## src/core/usmi_cfg.svh

```systemverilog
//----------------------------------------------------------------
// serial port mode and interrupt status constants
//----------------------------------------------------------------
// Function
// - mode field codes normal, rs485, handshake, iso t0/t1, irda, spi master/slave
// - clock source 00 internal, 01 divided, 11 external pin, 10 reserved
// - enable register write sets valid mask bits written as one
// - disable register write clears mask bits written as one
// - mask register reads enabled sources, zero after reset
// - bits 0-7 are rx ready, tx ready, break, dma ends, errors
// - bits 8-13 are timeout, tx empty, retry, dma buffers, iso_negative_ack
// - manchester fault mask at bits 20 and 24, flag at 24
// - cts change source sits at bit 19
// - manchester flag sticky until clear-error command
// - status bit 23 shows present cts pin level
// - separate sources for rx dma full and tx dma empty
// - clear-error command clears parity, framing, overrun, manchester, break
// - cts change flag set on any edge, cleared by status read
// - rx ready set by full character, cleared by data read or disable
// - tx ready low when char waiting, break pending or tx disabled
`ifndef USMI_CFG_SVH
`define USMI_CFG_SVH

// register offsets
`define USMI_OFS_CTRL     8'h00
`define USMI_OFS_MODE     8'h04
`define USMI_OFS_IEN      8'h08
`define USMI_OFS_IDIS     8'h0c
`define USMI_OFS_IVIEW    8'h10
`define USMI_OFS_FLAGS    8'h14
`define USMI_OFS_RXDATA   8'h18
`define USMI_OFS_TXDATA   8'h1c

// status and mask bit positions
`define USMI_B_RX_CHAR_WAITING      0
`define USMI_B_TX_HOLDING_FREE      1
`define USMI_B_BRK        2
`define USMI_B_RX_DMA_DONE      3
`define USMI_B_TX_DMA_DONE      4
`define USMI_B_OVR        5
`define USMI_B_FRAME      6
`define USMI_B_PAR        7
`define USMI_B_TOUT       8
`define USMI_B_TX_FULLY_DRAINED    9
`define USMI_B_RETRY      10
`define USMI_B_TX_DMA_BUF_EMPTY     11
`define USMI_B_RX_DMA_BUF_FULL     12
`define USMI_B_ISO_NEGATIVE_ACK       13
`define USMI_B_CTS_EDGE_SEEN      19
`define USMI_B_MANCHESTER_FAULT_IRQ       20
`define USMI_B_CTS        23
`define USMI_B_MANCHESTER_FAULT_FLAG     24
`define USMI_IRQ_VALID    32'h01183fff

// control command bits
`define USMI_C_RXEN       4
`define USMI_C_RXDIS      5
`define USMI_C_TXEN       6
`define USMI_C_TXDIS      7
`define USMI_C_CLRERR     8
`define USMI_C_BRK        9

// mode register fields
`define USMI_F_MODE_HI    3
`define USMI_F_MODE_LO    0
`define USMI_F_SRC_HI     5
`define USMI_F_SRC_LO     4
`define USMI_F_CHAR_LENGTH_SEL_HI    7
`define USMI_F_CHAR_LENGTH_SEL_LO    6
`define USMI_F_NINE       17
`define USMI_MODE_VALID   32'h000200ff

// mode and clock source codes
`define USMI_M_NORMAL     4'h0
`define USMI_M_RS485      4'h1
`define USMI_M_HSHAKE     4'h2
`define USMI_M_ISO_T0     4'h4
`define USMI_M_ISO_T1     4'h6
`define USMI_M_IRDA       4'h8
`define USMI_M_SPI_MST    4'he
`define USMI_M_SPI_SLV    4'hf
`define USMI_S_INT        2'h0
`define USMI_S_DIV        2'h1
`define USMI_S_EXT        2'h3

// fixed divider and char lengths
`define USMI_DIV_LAST     3'h7
`define USMI_BITS_BASE    4'h5
`define USMI_BITS_NINE    4'h9

`endif

```

## src/core/usmi_pkg.sv

```systemverilog
package usmi_pkg;

    // decoded operating mode
    typedef enum logic [3:0] {
        USMI_NORMAL,
        USMI_RS485,
        USMI_HSHAKE,
        USMI_ISO_T0,
        USMI_ISO_T1,
        USMI_IRDA,
        USMI_SPI_MASTER,
        USMI_SPI_SLAVE,
        USMI_RESERVED
    } usmi_mode_type;

    // register port request
    typedef struct packed {
        logic [7:0]  addr;
        logic [31:0] wdata;
        logic        wr;
        logic        rd;
    } usmi_req_type;

    // events and levels from the serial engine
    typedef struct packed {
        logic       charDone;
        logic [8:0] charData;
        logic       breakSeen;
        logic       overrun;
        logic       framing;
        logic       parity;
        logic       manchester;
        logic       retryLimit;
        logic       iso_negative_ack;
        logic       timeout;
        logic       txDrained;
        logic       txLoaded;
        logic       breakStarted;
        logic       rxDmaDone;
        logic       txDmaDone;
        logic       rxDmaFull;
        logic       txDmaEmpty;
    } usmi_evt_type;

endpackage : usmi_pkg

```

## src/core/usmi_top.sv

```systemverilog
`timescale 1ns/1ps
`include "usmi_cfg.svh"

module usmi_top
    import usmi_pkg::*;
(
    // clock and reset
    input  wire logic          sys_clk,
    input  wire logic          rst_n,
    // register port
    input  wire usmi_req_type  busReq,
    output logic [31:0]        busRdata,
    // serial engine side
    input  wire usmi_evt_type  lineEvt,
    input  wire logic          ctsPin,
    input  wire logic          extClkPin,
    // configuration and control outputs
    output usmi_mode_type      opMode,
    output logic [1:0]         baudSource,
    output logic [3:0]         dataBits,
    output logic               baudTick,
    output logic               rxEnable,
    output logic               txEnable,
    output logic [8:0]         txChar,
    output logic               txCharValid,
    output logic               breakRequest,
    // interrupt
    output logic               irq
);

    //------------------------------------------------------------
    // register port decode
    //------------------------------------------------------------
    logic        wrCtrl, wrMode, wrIen, wrIdis, wrTx, rdFlags, rdRx;
    logic [31:0] modeReg, maskReg, flagsNow;
    logic [8:0]  rxChar;

    // strobes qualified by address
    assign wrCtrl  = busReq.wr && (busReq.addr == `USMI_OFS_CTRL);
    assign wrMode  = busReq.wr && (busReq.addr == `USMI_OFS_MODE);
    assign wrIen   = busReq.wr && (busReq.addr == `USMI_OFS_IEN);
    assign wrIdis  = busReq.wr && (busReq.addr == `USMI_OFS_IDIS);
    assign wrTx    = busReq.wr && (busReq.addr == `USMI_OFS_TXDATA);
    assign rdFlags = busReq.rd && (busReq.addr == `USMI_OFS_FLAGS);
    assign rdRx    = busReq.rd && (busReq.addr == `USMI_OFS_RXDATA);

    //------------------------------------------------------------
    // pin synchronisers
    //------------------------------------------------------------
    logic ctsMeta, ctsSync, ctsLast;
    logic extMeta, extSync, extLast;

    // two flops per pin, then one more for edge detect
    always_ff @(posedge sys_clk or negedge rst_n)
    begin
        if (!rst_n)
        begin
            ctsMeta <= 1'b0;
            ctsSync <= 1'b0;
            ctsLast <= 1'b0;
            extMeta <= 1'b0;
            extSync <= 1'b0;
            extLast <= 1'b0;
        end
        else
        begin
            ctsMeta <= ctsPin;
            ctsSync <= ctsMeta;
            ctsLast <= ctsSync;
            extMeta <= extClkPin;
            extSync <= extMeta;
            extLast <= extSync;
        end
    end

    //------------------------------------------------------------
    // mode register and decode
    //------------------------------------------------------------
    // only documented fields are kept; others read zero
    always_ff @(posedge sys_clk or negedge rst_n)
    begin
        if (!rst_n)
            modeReg <= 32'h00000000;
        else if (wrMode)
            modeReg <= busReq.wdata & `USMI_MODE_VALID;
    end

    // mode field to operating mode
    always_ff @(posedge sys_clk or negedge rst_n)
    begin
        if (!rst_n)
            opMode <= USMI_NORMAL;
        else
        begin
            case (modeReg[`USMI_F_MODE_HI:`USMI_F_MODE_LO])
                `USMI_M_NORMAL:  opMode <= USMI_NORMAL;
                `USMI_M_RS485:   opMode <= USMI_RS485;
                `USMI_M_HSHAKE:  opMode <= USMI_HSHAKE;
                `USMI_M_ISO_T0:  opMode <= USMI_ISO_T0;
                `USMI_M_ISO_T1:  opMode <= USMI_ISO_T1;
                `USMI_M_IRDA:    opMode <= USMI_IRDA;
                `USMI_M_SPI_MST: opMode <= USMI_SPI_MASTER;
                `USMI_M_SPI_SLV: opMode <= USMI_SPI_SLAVE;
                default:         opMode <= USMI_RESERVED;
            endcase
        end
    end

    // character length, nine-bit overrides the field
    always_ff @(posedge sys_clk or negedge rst_n)
    begin
        if (!rst_n)
            dataBits <= `USMI_BITS_BASE;
        else if (modeReg[`USMI_F_NINE])
            dataBits <= `USMI_BITS_NINE;
        else
            dataBits <= `USMI_BITS_BASE + {2'h0, modeReg[`USMI_F_CHAR_LENGTH_SEL_HI:`USMI_F_CHAR_LENGTH_SEL_LO]};
    end

    //------------------------------------------------------------
    // baud clock source
    //------------------------------------------------------------
    logic [2:0] divCount;

    // free-running fixed divider
    always_ff @(posedge sys_clk or negedge rst_n)
    begin
        if (!rst_n)
            divCount <= 3'h0;
        else
            divCount <= divCount + 3'h1;
    end

    // one enable pulse per selected source edge; reserved gives none
    always_ff @(posedge sys_clk or negedge rst_n)
    begin
        if (!rst_n)
        begin
            baudTick   <= 1'b0;
            baudSource <= `USMI_S_INT;
        end
        else
        begin
            baudSource <= modeReg[`USMI_F_SRC_HI:`USMI_F_SRC_LO];
            case (modeReg[`USMI_F_SRC_HI:`USMI_F_SRC_LO])
                `USMI_S_INT: baudTick <= 1'b1;
                `USMI_S_DIV: baudTick <= (divCount == `USMI_DIV_LAST);
                `USMI_S_EXT: baudTick <= extSync && !extLast;
                default:     baudTick <= 1'b0;
            endcase
        end
    end

    //------------------------------------------------------------
    // control commands: enables, break, transmit holding
    //------------------------------------------------------------
    // disable wins over enable in the same write
    always_ff @(posedge sys_clk or negedge rst_n)
    begin
        if (!rst_n)
        begin
            rxEnable <= 1'b0;
            txEnable <= 1'b0;
        end
        else if (wrCtrl)
        begin
            if (busReq.wdata[`USMI_C_RXDIS])
                rxEnable <= 1'b0;
            else if (busReq.wdata[`USMI_C_RXEN])
                rxEnable <= 1'b1;
            if (busReq.wdata[`USMI_C_TXDIS])
                txEnable <= 1'b0;
            else if (busReq.wdata[`USMI_C_TXEN])
                txEnable <= 1'b1;
        end
    end

    // holding register; a new write beats a same-cycle load
    always_ff @(posedge sys_clk or negedge rst_n)
    begin
        if (!rst_n)
        begin
            txChar      <= 9'h000;
            txCharValid <= 1'b0;
        end
        else if (wrTx)
        begin
            txChar      <= busReq.wdata[8:0];
            txCharValid <= 1'b1;
        end
        else if (lineEvt.txLoaded)
            txCharValid <= 1'b0;
    end

    // break request held until the engine starts it or tx is disabled
    always_ff @(posedge sys_clk or negedge rst_n)
    begin
        if (!rst_n)
            breakRequest <= 1'b0;
        else if (wrCtrl && busReq.wdata[`USMI_C_BRK])
            breakRequest <= 1'b1;
        else if (lineEvt.breakStarted || !txEnable)
            breakRequest <= 1'b0;
    end

    //------------------------------------------------------------
    // status flags
    //------------------------------------------------------------
    logic clrErr, rxReady, txReady, ctsEdge;
    logic parFlag, frameFlag, ovrFlag, brkFlag, manFlag, retryFlag;

    assign clrErr = wrCtrl && busReq.wdata[`USMI_C_CLRERR];

    // error flags: set wins over the clear command
    always_ff @(posedge sys_clk or negedge rst_n)
    begin
        if (!rst_n)
        begin
            parFlag   <= 1'b0;
            frameFlag <= 1'b0;
            ovrFlag   <= 1'b0;
            brkFlag   <= 1'b0;
            manFlag   <= 1'b0;
            retryFlag <= 1'b0;
        end
        else
        begin
            parFlag   <= lineEvt.parity     || (parFlag   && !clrErr);
            frameFlag <= lineEvt.framing    || (frameFlag && !clrErr);
            ovrFlag   <= lineEvt.overrun    || (ovrFlag   && !clrErr);
            brkFlag   <= lineEvt.breakSeen  || (brkFlag   && !clrErr);
            manFlag   <= lineEvt.manchester || (manFlag   && !clrErr);
            retryFlag <= lineEvt.retryLimit || (retryFlag && !clrErr);
        end
    end

    // cts change: any edge sets, a status read clears
    always_ff @(posedge sys_clk or negedge rst_n)
    begin
        if (!rst_n)
            ctsEdge <= 1'b0;
        else
            ctsEdge <= (ctsSync ^ ctsLast) || (ctsEdge && !rdFlags);
    end

    // rx ready; a character arriving during the read is kept
    always_ff @(posedge sys_clk or negedge rst_n)
    begin
        if (!rst_n)
        begin
            rxReady <= 1'b0;
            rxChar  <= 9'h000;
        end
        else if (lineEvt.charDone && rxEnable)
        begin
            rxReady <= 1'b1;
            rxChar  <= lineEvt.charData;
        end
        else if (rdRx || !rxEnable)
            rxReady <= 1'b0;
    end

    // tx ready from holding, break and enable state
    always_ff @(posedge sys_clk or negedge rst_n)
    begin
        if (!rst_n)
            txReady <= 1'b0;
        else
            txReady <= txEnable && !txCharValid && !breakRequest;
    end

    // status word assembly; unused bits read zero
    always_comb
    begin
        flagsNow                  = 32'h00000000;
        flagsNow[`USMI_B_RX_CHAR_WAITING]   = rxReady;
        flagsNow[`USMI_B_TX_HOLDING_FREE]   = txReady;
        flagsNow[`USMI_B_BRK]     = brkFlag;
        flagsNow[`USMI_B_RX_DMA_DONE]   = lineEvt.rxDmaDone;
        flagsNow[`USMI_B_TX_DMA_DONE]   = lineEvt.txDmaDone;
        flagsNow[`USMI_B_OVR]     = ovrFlag;
        flagsNow[`USMI_B_FRAME]   = frameFlag;
        flagsNow[`USMI_B_PAR]     = parFlag;
        flagsNow[`USMI_B_TOUT]    = lineEvt.timeout;
        flagsNow[`USMI_B_TX_FULLY_DRAINED] = lineEvt.txDrained && txEnable;
        flagsNow[`USMI_B_RETRY]   = retryFlag;
        flagsNow[`USMI_B_TX_DMA_BUF_EMPTY]  = lineEvt.txDmaEmpty;
        flagsNow[`USMI_B_RX_DMA_BUF_FULL]  = lineEvt.rxDmaFull;
        flagsNow[`USMI_B_ISO_NEGATIVE_ACK]    = lineEvt.iso_negative_ack;
        flagsNow[`USMI_B_CTS_EDGE_SEEN]   = ctsEdge;
        flagsNow[`USMI_B_CTS]     = ctsSync;
        flagsNow[`USMI_B_MANCHESTER_FAULT_FLAG]  = manFlag;
    end

    //------------------------------------------------------------
    // interrupt mask and output
    //------------------------------------------------------------
    // set and clear by ones only; zeros leave bits alone
    always_ff @(posedge sys_clk or negedge rst_n)
    begin
        if (!rst_n)
            maskReg <= 32'h00000000;
        else if (wrIen)
            maskReg <= maskReg | (busReq.wdata & `USMI_IRQ_VALID);
        else if (wrIdis)
            maskReg <= maskReg & ~busReq.wdata;
    end

    // manchester flag is gated by either of its two mask bits
    always_ff @(posedge sys_clk or negedge rst_n)
    begin
        if (!rst_n)
            irq <= 1'b0;
        else
            irq <= (|(flagsNow & maskReg)) || (manFlag && maskReg[`USMI_B_MANCHESTER_FAULT_IRQ]);
    end

    //------------------------------------------------------------
    // read data, valid only the cycle after the strobe
    //------------------------------------------------------------
    always_ff @(posedge sys_clk or negedge rst_n)
    begin
        if (!rst_n)
            busRdata <= 32'h00000000;
        else if (!busReq.rd)
            busRdata <= 32'h00000000;
        else if (busReq.addr == `USMI_OFS_MODE)
            busRdata <= modeReg;
        else if (busReq.addr == `USMI_OFS_IVIEW)
            busRdata <= maskReg;
        else if (busReq.addr == `USMI_OFS_FLAGS)
            busRdata <= flagsNow;
        else if (busReq.addr == `USMI_OFS_RXDATA)
            busRdata <= {23'h0, rxChar};
        else
            busRdata <= 32'h00000000; // write-only and unmapped read zero
    end

endmodule : usmi_top

```

## config.mk

```make
export PLATFORM = sky130hd
export DESIGN_NAME = usmi_top
export DESIGN_NICKNAME = d
export VERILOG_FILES = /design/src/core/usmi_pkg.sv /design/src/core/usmi_top.sv
export VERILOG_INCLUDE_DIRS = /design/src /design/src/core
export SDC_FILE = /design/constraint.sdc
export NUM_CORES = 1
export LEC_CHECK = 0
export BUFFER_PORTS_ARGS = -buffer_cell sky130_fd_sc_hd__clkbuf_2
export CORE_UTILIZATION = 52
export CTS_CLUSTER_SIZE = 28
export DETAILED_ROUTE_END_ITERATION = 8
export PLACE_DENSITY = 0.89
export SLEW_MARGIN = 20
export SYNTH_ARGS = -nofsm -noshare
export SYNTH_HDL_FRONTEND = slang
export SYNTH_SLANG_ARGS = --single-unit
export TNS_END_PERCENT = 1
```

## constraint.sdc

```tcl
create_clock -name sys_clk -period 1.5 [get_ports sys_clk]
set_input_delay 0.225 -clock sys_clk [delete_from_list [all_inputs] [get_ports sys_clk]]
set_output_delay 0.225 -clock sys_clk [all_outputs]
set_load 0.03 [all_outputs]
```

==> out/results.txt, run 1 <==
status = complete, but fails checks
failing checks = DRC
I/O pin cnt = 128
P_leak = 3.39 nW
fraction of the yosys area taken by sequential cells = 64.7%
top cell type by total area after synthesis = dfrtp_1
Sink Count = 125
final HPWL from detailed placement = 8.41 mm
actual slew at the worst max-slew pin = 0.473 ns
largest family of logic cells by synthesized area = compound AO/OA/AOI/OAI gates
Post-Syn Instances = 366
TritonCTS Buffers = 17
CP Class = flop to primary output
Slowest-stage cell, CP = dfstp_2
Worst path max stage delay = 0.52 ns
simple-gate share of the synthesized area = 10.7%
Synth top area share = 63.6%
global-route wire length before repair = 21.9 mm
die width = 98.5 um
Post-synth top flop = dfrtp_1
worst min-delay path startpoint = busReq[3]
crit path DAT = 1.23 ns
clock root cell = clkbuf_8
EDFF count, synth = 0
clk_lat worst skew = 0.52 ns
Die Span Y = 98.5 um
gr ovfl total = 0
initial core utilization = 54.7%
area growth from synthesis to layout = 41.4%
Core Area = 0.00885 mm^2
initial drt markers = 423
hold path cells = 2
setup slack, reg-to-reg = 0.11 ns
initial antenna violation count = 0
YS warnings = 0
fin crit share = 96.8%
CTS Buffer Depth = 2
total global-route track usage = 30.4%
routed via count = 4079
complex-gate fraction of the synthesized area = 14.7%
Post-Layout Cell Count = 688
RSZ-0062 raised after global routing = false
First-pass DRT Iterations = 8
r2r endpoint = irq
Row Count = 34
fin crit period = 1.45 ns
ys async rst share = 100%
clk slew on worst S/H paths = 0.06 ns
hold endpoint = txChar[1]
post-synthesis mux area share = 6.28%
synthesis-stage register bit count = 125
PD cells = 1210 mW/mm^2
Final Wtd Congestion = 0.882
Hold/Removal Path Class = primary input to flop
top cells by count, synth = dfrtp_1, mux2_2, nand2_1, a22o_1, nor2_1
dpl cells = 605
Crit Path Max Fanout = 1
Max-slew headroom = 68.0%
Synth area leaders = dfrtp_1, mux2_2, a22o_1, a21boi_0, and2_1
cell with the most instances after synthesis = dfrtp_1
vias in the first global route = 4229
# Post-CTS Setup Buffers = 0
Avg Vias per Cell = 5.93
CP cell instances = clkbuf_2
syn_area_per_cell = 13.2 um^2
mapped cell area = 0.00484 mm^2
largest net degree at the start of global routing = 48
Post-Synth Adder-Cell Area = 0.776%
post-synthesis xor/xnor area fraction = 0.543%
Reg2Reg Depth = 4
Max Transition Viols Final = 0
DIE AREA = 0.00969 mm^2
drt wl/cell = 20.2 um
clock skew = 0.00757 ns
setup slack after layout = 0.0485 ns
syn nets = 440
peak supply drop = 0.864 mV
DRC Markers = 10
Antenna diodes = 0
Final TNS setup = 0 ns
Buffers on Ports = 127
Distinct cells, synth = 41
Bufs and invs on worst path = 1
Fillers = 506
layout cell share with drive strength beyond 1 = 37.6%
Nets = 641
number of max-cap violations = 0
Routed Antenna Nets = 0
critical path required time = 1.27 ns
Setup Viol. Count Final = 0
TritonCTS clock tree = yes
design area = 0.00684 mm^2
Area after DPL = 0.00575 mm^2
FMAX = 689 MHz
Critical Path End Type = primary output
final wirelength = 13.9 mm
H-tree Lvls = 4
Placement Setup Slack = -0.142 ns
Hold Vio Cnt, Final = 0
type of origin of the critical path = flop
Top delay family on crit path = flip-flops
-- worst max path at each step --
stage                      startpoint           to  slack, ns  cells after the start
after floorplan            busReq[39]         flop       0.06                      5
after global placement     busReq[36]  busRdata[2]      -0.13                      5
after detailed placement   busReq[36]  busRdata[2]      -0.14                      5
after CTS                    txEnable     txEnable      0.001                      1
after global routing      dataBits[0]  dataBits[0]      0.008                      1
final                     dataBits[2]  dataBits[2]       0.05                      1
-- through the flow --
stage | hold slack (ns) | util (%) | power [mW]
detailed placement | 0.0831 | 65.0 | 4.29
floorplan | -0.0706 | - | 3.94
global placement | 0.0772 | 65.0 | 4.26
global route | 0.00194 | 77.3 | 8.50
finish | 0.0163 | 77.3 | 8.26
CTS | 0.00164 | 77.2 | 8.23
-- cell families (layout without fill, tap and decap cells) --
| group | after synthesis | in the layout |
|---|---|---|
| compound gates | 94 | 94 |
| xor+xnor | 3 | 3 |
| fa+ha+maj | 3 | 3 |
| buf+inv | 22 | 236 |
| flops | 125 | 125 |
| mux | 27 | 27 |
| simple gates | 92 | 92 |
-- placed cells by master (no fill, tap or decap), types with 11 or more instances in the layout --
master / netlist / layout
and2_1: 17 / 17
dfrtp_1: 123 / 122
clkbuf_2: 0 / 126
clkbuf_16: 0 / 16
nand2_1: 27 / 27
o21ai_0: 11 / 11
mux2_2: 27 / 27
a22oi_1: 13 / 13
nor2_1: 18 / 18
a21boi_0: 15 / 15
dlygate4sd3_1: 0 / 51
buf_4: 2 / 17
a22o_1: 26 / 26
-- layout make-up --
class | instances | area [um^2] | share of cell area [%]
sequential | 125 | 3130 | 45.8
multi-input combinational | 219 | 1610 | 23.5
timing repair buffer | 200 | 1390 | 20.3
clock buffer | 19 | 422 | 6.16
clock inverter | 13 | 144 | 2.10
tap | 108 | 135 | 1.97
inverter | 4 | 15.0 | 0.219
-- repair_timing --
item,in CTS,in global routing
setup endpoints to repair,0,3
hold endpoints to repair,173,0
resized for setup,0,3
hold buffers,51,0
-- layer usage --
metal	vias up	part of all wire [%]	wire length, um	global-route usage (%)
li1	1729	-	-	-
met1	2023	38	5310	37.0
met2	272	50	7030	50.8
met3	55	7.9	1110	7.52
met4	0	3.5	488	15.4
met5	-	0	0	0
-- power by group --
| part | internal, mW | switching, mW | total (mW) | leakage [nW] |
|---|---|---|---|---|
| clock network | 2.37 | 1.52 | 3.89 | 0.276 |
| registers | 3.53 | 0.127 | 3.66 | 1.66 |
| logic | 0.342 | 0.371 | 0.713 | 1.45 |
Note: power is estimated with default switching activity, not from simulation.
==> run 2: changes to the inputs <==
==> constraint.sdc (replaced) <==
create_clock -name sys_clk -period 1.5 [get_ports sys_clk]
set_input_delay 0.225 -clock sys_clk [delete_from_list [all_inputs] [get_ports sys_clk]]
set_output_delay 0.225 -clock sys_clk [all_outputs]
set_load 0.005 [all_outputs]
==> run 2 against run 1 <==
The flow still finishes with violations (DRC). Count of clock-buffer cells in the layout unchanged. Hold slack worse by 0.0037 ns. Clock power about the same. Global-route usage unchanged. Critical path depth up 7. Maximum frequency up 2.2%. First-iteration DRC count up 2.1%. Critical path type is now primary input to flop. Largest power group unchanged. Highest routed layer unchanged.
==> out/results.txt, run 2 (synthesis gave the netlist of run 1 again) <==
Hold/Removal Path Class = primary input to flop (unchanged)
Row Count = 34 (unchanged)
actual slew at the worst max-slew pin = 0.474 ns (was 0.473 ns)
clk_lat worst skew = 0.53 ns (was 0.52 ns)
final core utilization = 77.3% (about the same)
Crit Path Max Fanout = 5 (was 1)
Setup Viol. Count Final = 0 (unchanged)
most common cell after layout, fill and taps aside = clkbuf_2 (unchanged)
area occupied by multi-input gates = 0.00161 mm^2 (unchanged)
global-route wire length before repair = 21.9 mm (unchanged)
RSZ-0062 raised after global routing = false (unchanged)
setup slack after layout = 0.0797 ns (was 0.0485 ns)
DIE AREA = 0.00969 mm^2 (unchanged)
FMAX = 704 MHz (was 689 MHz)
I/O pin cnt = 128 (unchanged)
clk slew on worst S/H paths = 0.06 ns (about the same)
initial antenna violation count = 0 (unchanged)
largest net degree at the start of global routing = 48 (unchanged)
drt wl/cell = 20.2 um (about the same)
final HPWL from detailed placement = 8.41 mm (unchanged)
hold endpoint = txChar[1] (unchanged)
Sink Count = 125 (unchanged)
initial drt markers = 432 (was 423)
Buffers on Ports = 127 (unchanged)
status = complete, but fails checks (unchanged)
r2r endpoint = irq (unchanged)
final wirelength = 13.9 mm (about the same)
die width = 98.5 um (unchanged)
Power, Total = 8.19 mW (was 8.26 mW)
type of origin of the critical path = primary input (was flop)
Reg2Reg Depth = 4 (unchanged)
Nets = 641 (unchanged)
Critical Path End Type = flop (was primary output)
PD cells = 1200 mW/mm^2 (was 1210 mW/mm^2)
clock skew = 0.00773 ns (was 0.00757 ns)
Die Span Y = 98.5 um (unchanged)
fin crit period = 1.42 ns (was 1.45 ns)
vias in the first global route = 4229 (unchanged)
layout cell share with drive strength beyond 1 = 37.4% (was 37.6%)
routed via count = 4116 (was 4079)
crit path DAT = 1.88 ns (was 1.23 ns)
TritonCTS clock tree = yes (unchanged)
peak supply drop = 0.873 mV (was 0.864 mV)
H-tree Lvls = 4 (unchanged)
initial core utilization = 54.7% (unchanged)
Core Area = 0.00885 mm^2 (unchanged)
gr ovfl total = 0 (unchanged)
Max Transition Viols Final = 0 (unchanged)
Routed Antenna Nets = 0 (unchanged)
TritonCTS Buffers = 17 (unchanged)
most frequent cells in the layout = clkbuf_2, dfrtp_1, dlygate4sd3_1 (unchanged)
setup slack, reg-to-reg = 0.11 ns (about the same)
CTS Buffer Depth = 2 (unchanged)
First-pass DRT Iterations = 8 (unchanged)
# Post-CTS Setup Buffers = 0 (unchanged)
fin crit share = 94.7% (was 96.8%)
number of max-cap violations = 0 (unchanged)
Hold Vio Cnt, Final = 0 (unchanged)
clock root cell = clkbuf_8 (unchanged)
hold path cells = 2 (unchanged)
CP Class = primary input to flop (was flop to primary output)
DRC Markers = 10 (unchanged)
Final Wtd Congestion = 0.882 (unchanged)
P_leak = 3.39 nW (about the same)
Max-slew headroom = 67.9% (was 68.0%)
Antenna diodes = 0 (unchanged)
critical path required time = 1.96 ns (was 1.27 ns)
Placement Setup Slack = -0.142 ns (unchanged)
Fillers = 507 (was 506)
failing checks = DRC (unchanged)
area occupied by registers = 0.00313 mm^2 (about the same)
total global-route track usage = 30.4% (unchanged)
worst min-delay path startpoint = busReq[3] (unchanged)
area growth from synthesis to layout = 41.4% (about the same)
Avg Vias per Cell = 5.98 (was 5.93)
-- run 2: cell types whose count changed in the layout (fill, tap and decap cells not counted) --
cell	change
dfrtp_2	-1
dfrtp_1	+1
-- run 2: report_power, final --
group	switching (mW)	internal, mW
clock	1.53	2.37
sequential	0.128	3.53
combinational	0.286	0.341
-- run 2: how the worst max path moves through the flow --
| stage | depth (start not counted) | start | slack, ns | endpoint |
|---|---|---|---|---|
| floorplan | 5 | busReq[39] | 0.06 | flop |
| global placement | 5 | busReq[36] | -0.13 | busRdata[2] |
| detailed placement | 5 | busReq[36] | -0.14 | busRdata[2] |
| CTS | 8 | busReq[36] | 0.02 | breakRequest |
| global route | 4 | flop | 0.03 | irq |
| finish | 8 | busReq[36] | 0.08 | breakRequest |
-- run 2: worst max-delay path: stages --
cell	delay, ns
clkbuf_2	0.11
nor4_2	0.36
buf_4	0.18
and3_1	0.18
buf_4	0.15
nand2_1	0.06
o21ai_0	0.06
dlygate4sd3_1	0.56
-- run 2: cell type report --
type / instances / share of cell area, %
repair buffers: 200 / 20.3
clock buffers: 19 / 6.16
flip-flops and latches: 125 / 45.8
well taps: 108 / 1.98
clock inverters: 13 / 2.10
multi-input cells: 219 / 23.5
inverters: 4 / 0.219
-- run 2: what timing repair did --
action | in CTS | in global routing
gates resized for setup | 0 | 2
hold buffers | 51 | 0
hold endpoints to repair | 173 | 0
setup endpoints to repair | 0 | 2
-- run 2: per-stage QoR --
step,TNS (ns),hold slack (ns),area (um^2),instances
floorplan,0,-0.0706,4840,366
detailed placement,-5.20,0.0831,5750,605
global route,0,0.00194,6840,688
CTS,0,0.00164,6830,688
global placement,-1.99,0.0772,5750,605
finish,0,0.0126,6840,688
-- run 2: metal layers --
layer | share of wire [%] | routed length [um] | up-vias | GRT usage (%)
li1 | - | - | 1733 | -
met1 | 37 | 5160 | 2032 | 37.0
met2 | 51 | 7050 | 294 | 50.8
met3 | 8.6 | 1200 | 57 | 7.52
met4 | 3.5 | 492 | 0 | 15.4
met5 | 0 | 0 | - | 0
==> run 3: changes to the inputs <==
- CORE_UTILIZATION: 52 -> 30
- PLACE_DENSITY: 0.89 -> 0.6
==> run 3 against run 2 <==
The flow now finishes without violations. Setup slack worse by 0.073 ns. Power is 2.8% higher. Sequential power hardly changed. Clock power is 7.9% higher. Maximum frequency is 4.9% lower. Wire length is 8.9% lower. Non-clock buffer count is 23 lower. Global-route usage is 14 points lower. Combinational power is 11% lower.
==> out/results.txt, run 3 (synthesis gave the netlist of run 1 again) <==
Antenna diodes = 0 (unchanged)
DIE AREA = 0.0166 mm^2 (was 0.00969 mm^2)
CP cell instances = a22o_1, a221oi_1, nand4_1, or2_2 (was clkbuf_2, nor4_2, buf_4, and3_1, buf_4, nand2_1, o21ai_0, dlygate4sd3_1)
setup slack after layout = 0.00678 ns (was 0.0797 ns)
Crit Path Max Fanout = 3 (was 5)
final HPWL from detailed placement = 9.37 mm (was 8.41 mm)
Area after DPL = 0.00594 mm^2 (was 0.00575 mm^2)
routed via count = 3588 (was 4116)
initial drt markers = 206 (was 432)
largest net degree at the start of global routing = 37 (was 48)
layout cell share with drive strength beyond 1 = 40.0% (was 37.4%)
# Post-CTS Setup Buffers = 0 (unchanged)
Routed Antenna Nets = 0 (unchanged)
fin crit period = 1.49 ns (was 1.42 ns)
P_leak = 3.31 nW (was 3.39 nW)
RSZ-0062 raised after global routing = false (unchanged)
vias in the first global route = 3682 (was 4229)
clk_lat worst skew = 0.42 ns (was 0.53 ns)
Final Wtd Congestion = 0.885 (was 0.882)
dpl cells = 718 (was 605)
Hold/Removal Path Class = primary input to flop (unchanged)
Bufs and invs on worst path = 0 (was 4)
TritonCTS Buffers = 17 (unchanged)
design area = 0.00679 mm^2 (was 0.00684 mm^2)
initial antenna violation count = 0 (unchanged)
gr ovfl total = 0 (unchanged)
Final TNS setup = 0 ns (unchanged)
CTS Buffer Depth = 2 (unchanged)
type of origin of the critical path = flop (was primary input)
global-route wire length before repair = 19.8 mm (was 21.9 mm)
H-tree Lvls = 4 (unchanged)
most frequent cells in the layout = clkbuf_2, dfrtp_1, nand2_1, mux2_2, a22o_1 (was clkbuf_2, dfrtp_1, dlygate4sd3_1)
Avg Vias per Cell = 4.64 (was 5.98)
Max Transition Viols Final = 0 (unchanged)
CP Class = flop to flop (was primary input to flop)
final wirelength = 12.7 mm (was 13.9 mm)
Max-slew headroom = 74.1% (was 67.9%)
most common cell after layout, fill and taps aside = clkbuf_2 (unchanged)
Fillers = 1526 (was 507)
critical path required time = 1.80 ns (was 1.96 ns)
status = finished, final reports clean (was complete, but fails checks)
clock skew = 0.00639 ns (was 0.00773 ns)
Hold Vio Cnt, Final = 0 (unchanged)
Nets = 618 (was 641)
die width = 129 um (was 98.5 um)
clk slew on worst S/H paths = 0.06 ns (about the same)
final core utilization = 42.9% (was 77.3%)
Critical Path End Type = flop (unchanged)
peak supply drop = 0.755 mV (was 0.873 mV)
I/O pin cnt = 128 (unchanged)
Placement Setup Slack = -0.299 ns (was -0.142 ns)
Core Area = 0.0158 mm^2 (was 0.00885 mm^2)
area occupied by multi-input gates = 0.00160 mm^2 (was 0.00161 mm^2)
crit path DAT = 1.79 ns (was 1.88 ns)
Setup Viol. Count Final = 0 (unchanged)
area growth from synthesis to layout = 40.2% (was 41.4%)
actual slew at the worst max-slew pin = 0.388 ns (was 0.474 ns)
clock root cell = clkbuf_16 (was clkbuf_8)
fin crit share = 99.5% (was 94.7%)
DRC Markers = 0 (was 10)
Top delay family on crit path = compound AO/OA/AOI/OAI gates (was buffers and inverters)
drt wl/cell = 16.4 um (was 20.2 um)
Post-Layout Cell Count = 773 (was 688)
First-pass DRT Iterations = 6 (was 8)
area occupied by registers = 0.00313 mm^2 (unchanged)
number of max-cap violations = 0 (unchanged)
Power, Total = 8.41 mW (was 8.19 mW)
initial core utilization = 30.6% (was 54.7%)
Die Span Y = 129 um (was 98.5 um)
PD cells = 1240 mW/mm^2 (was 1200 mW/mm^2)
Hold Slack = 0.00928 ns (was 0.0126 ns)
total global-route track usage = 16.3% (was 30.4%)
Slowest-stage cell, CP = dfrtp_1 (was dlygate4sd3_1)
Buffers on Ports = 127 (unchanged)
TritonCTS clock tree = yes (unchanged)
Worst path max stage delay = 0.42 ns (was 0.56 ns)
Sink Count = 125 (unchanged)
Row Count = 46 (was 34)
FMAX = 670 MHz (was 704 MHz)
==> run 3: cell count changes in the layout (fill, tap and decap cells not counted), moves of 2 or more <==
| cell | previous run | this run |
|---|---|---|
| clkbuf_1 | 2 | 0 |
| inv_6 | 1 | 4 |
| buf_4 | 17 | 21 |
| dlygate4sd3_1 | 51 | 23 |
| clkinvlp_4 | 1 | 4 |
| clkinv_4 | 6 | 1 |
==> run 3: path summary, 6_finish.rpt <==
kind / startpoint / end / slack (ns) / depth (start not counted)
worst min register to register: extMeta / extSync / 0.35 / 0
worst min-delay path: busReq[25] / maskReg[23] / 0.009 / 2
min in group asynchronous: rst_n / busRdata[15] / 0.28 / 2
max in group asynchronous: rst_n / dataBits[2] / 0.64 / 3
worst max register to register: flop / irq / 0.007 / 4
worst max-delay path: flop / irq / 0.007 / 4
==> run 3: worst reg2reg max path: stages, from the launching register on <==
cell      delay (ns)
dfrtp_1         0.42
a22o_1          0.25
a221oi_1        0.24
nand4_1         0.16
or2_2           0.31
==> run 3: per-layer routing <==
metal	vias up	wire length, um	GRT usage (%)
li1	1683	-	-
met1	1748	5630	20.3
met2	135	6040	25.9
met3	22	750	5.49
met4	0	243	6.99
met5	-	0	0
==> run 3: timing repair <==
item / in CTS / in global routing
hold buffers: 23 / 0
resized for setup: 0 / 1
hold endpoints to repair: 44 / 0
setup endpoints to repair: 0 / 2
==> run 3: power breakdown <==
group | internal (mW) | switching, mW
Combinational | 0.299 | 0.260
Sequential | 3.53 | 0.113
Clock | 2.64 | 1.58
Total | 6.46 | 1.95
==> run 3: area by class of cell <==
| cell class | instances | share of cell area [%] |
|---|---|---|
| timing repair buffer | 177 | 17.1 |
| clock buffer | 17 | 6.27 |
| tap | 216 | 3.98 |
| sequential | 125 | 46.1 |
| inverter | 4 | 0.221 |
| multi-input combinational | 219 | 23.6 |
| clock inverter | 15 | 2.73 |
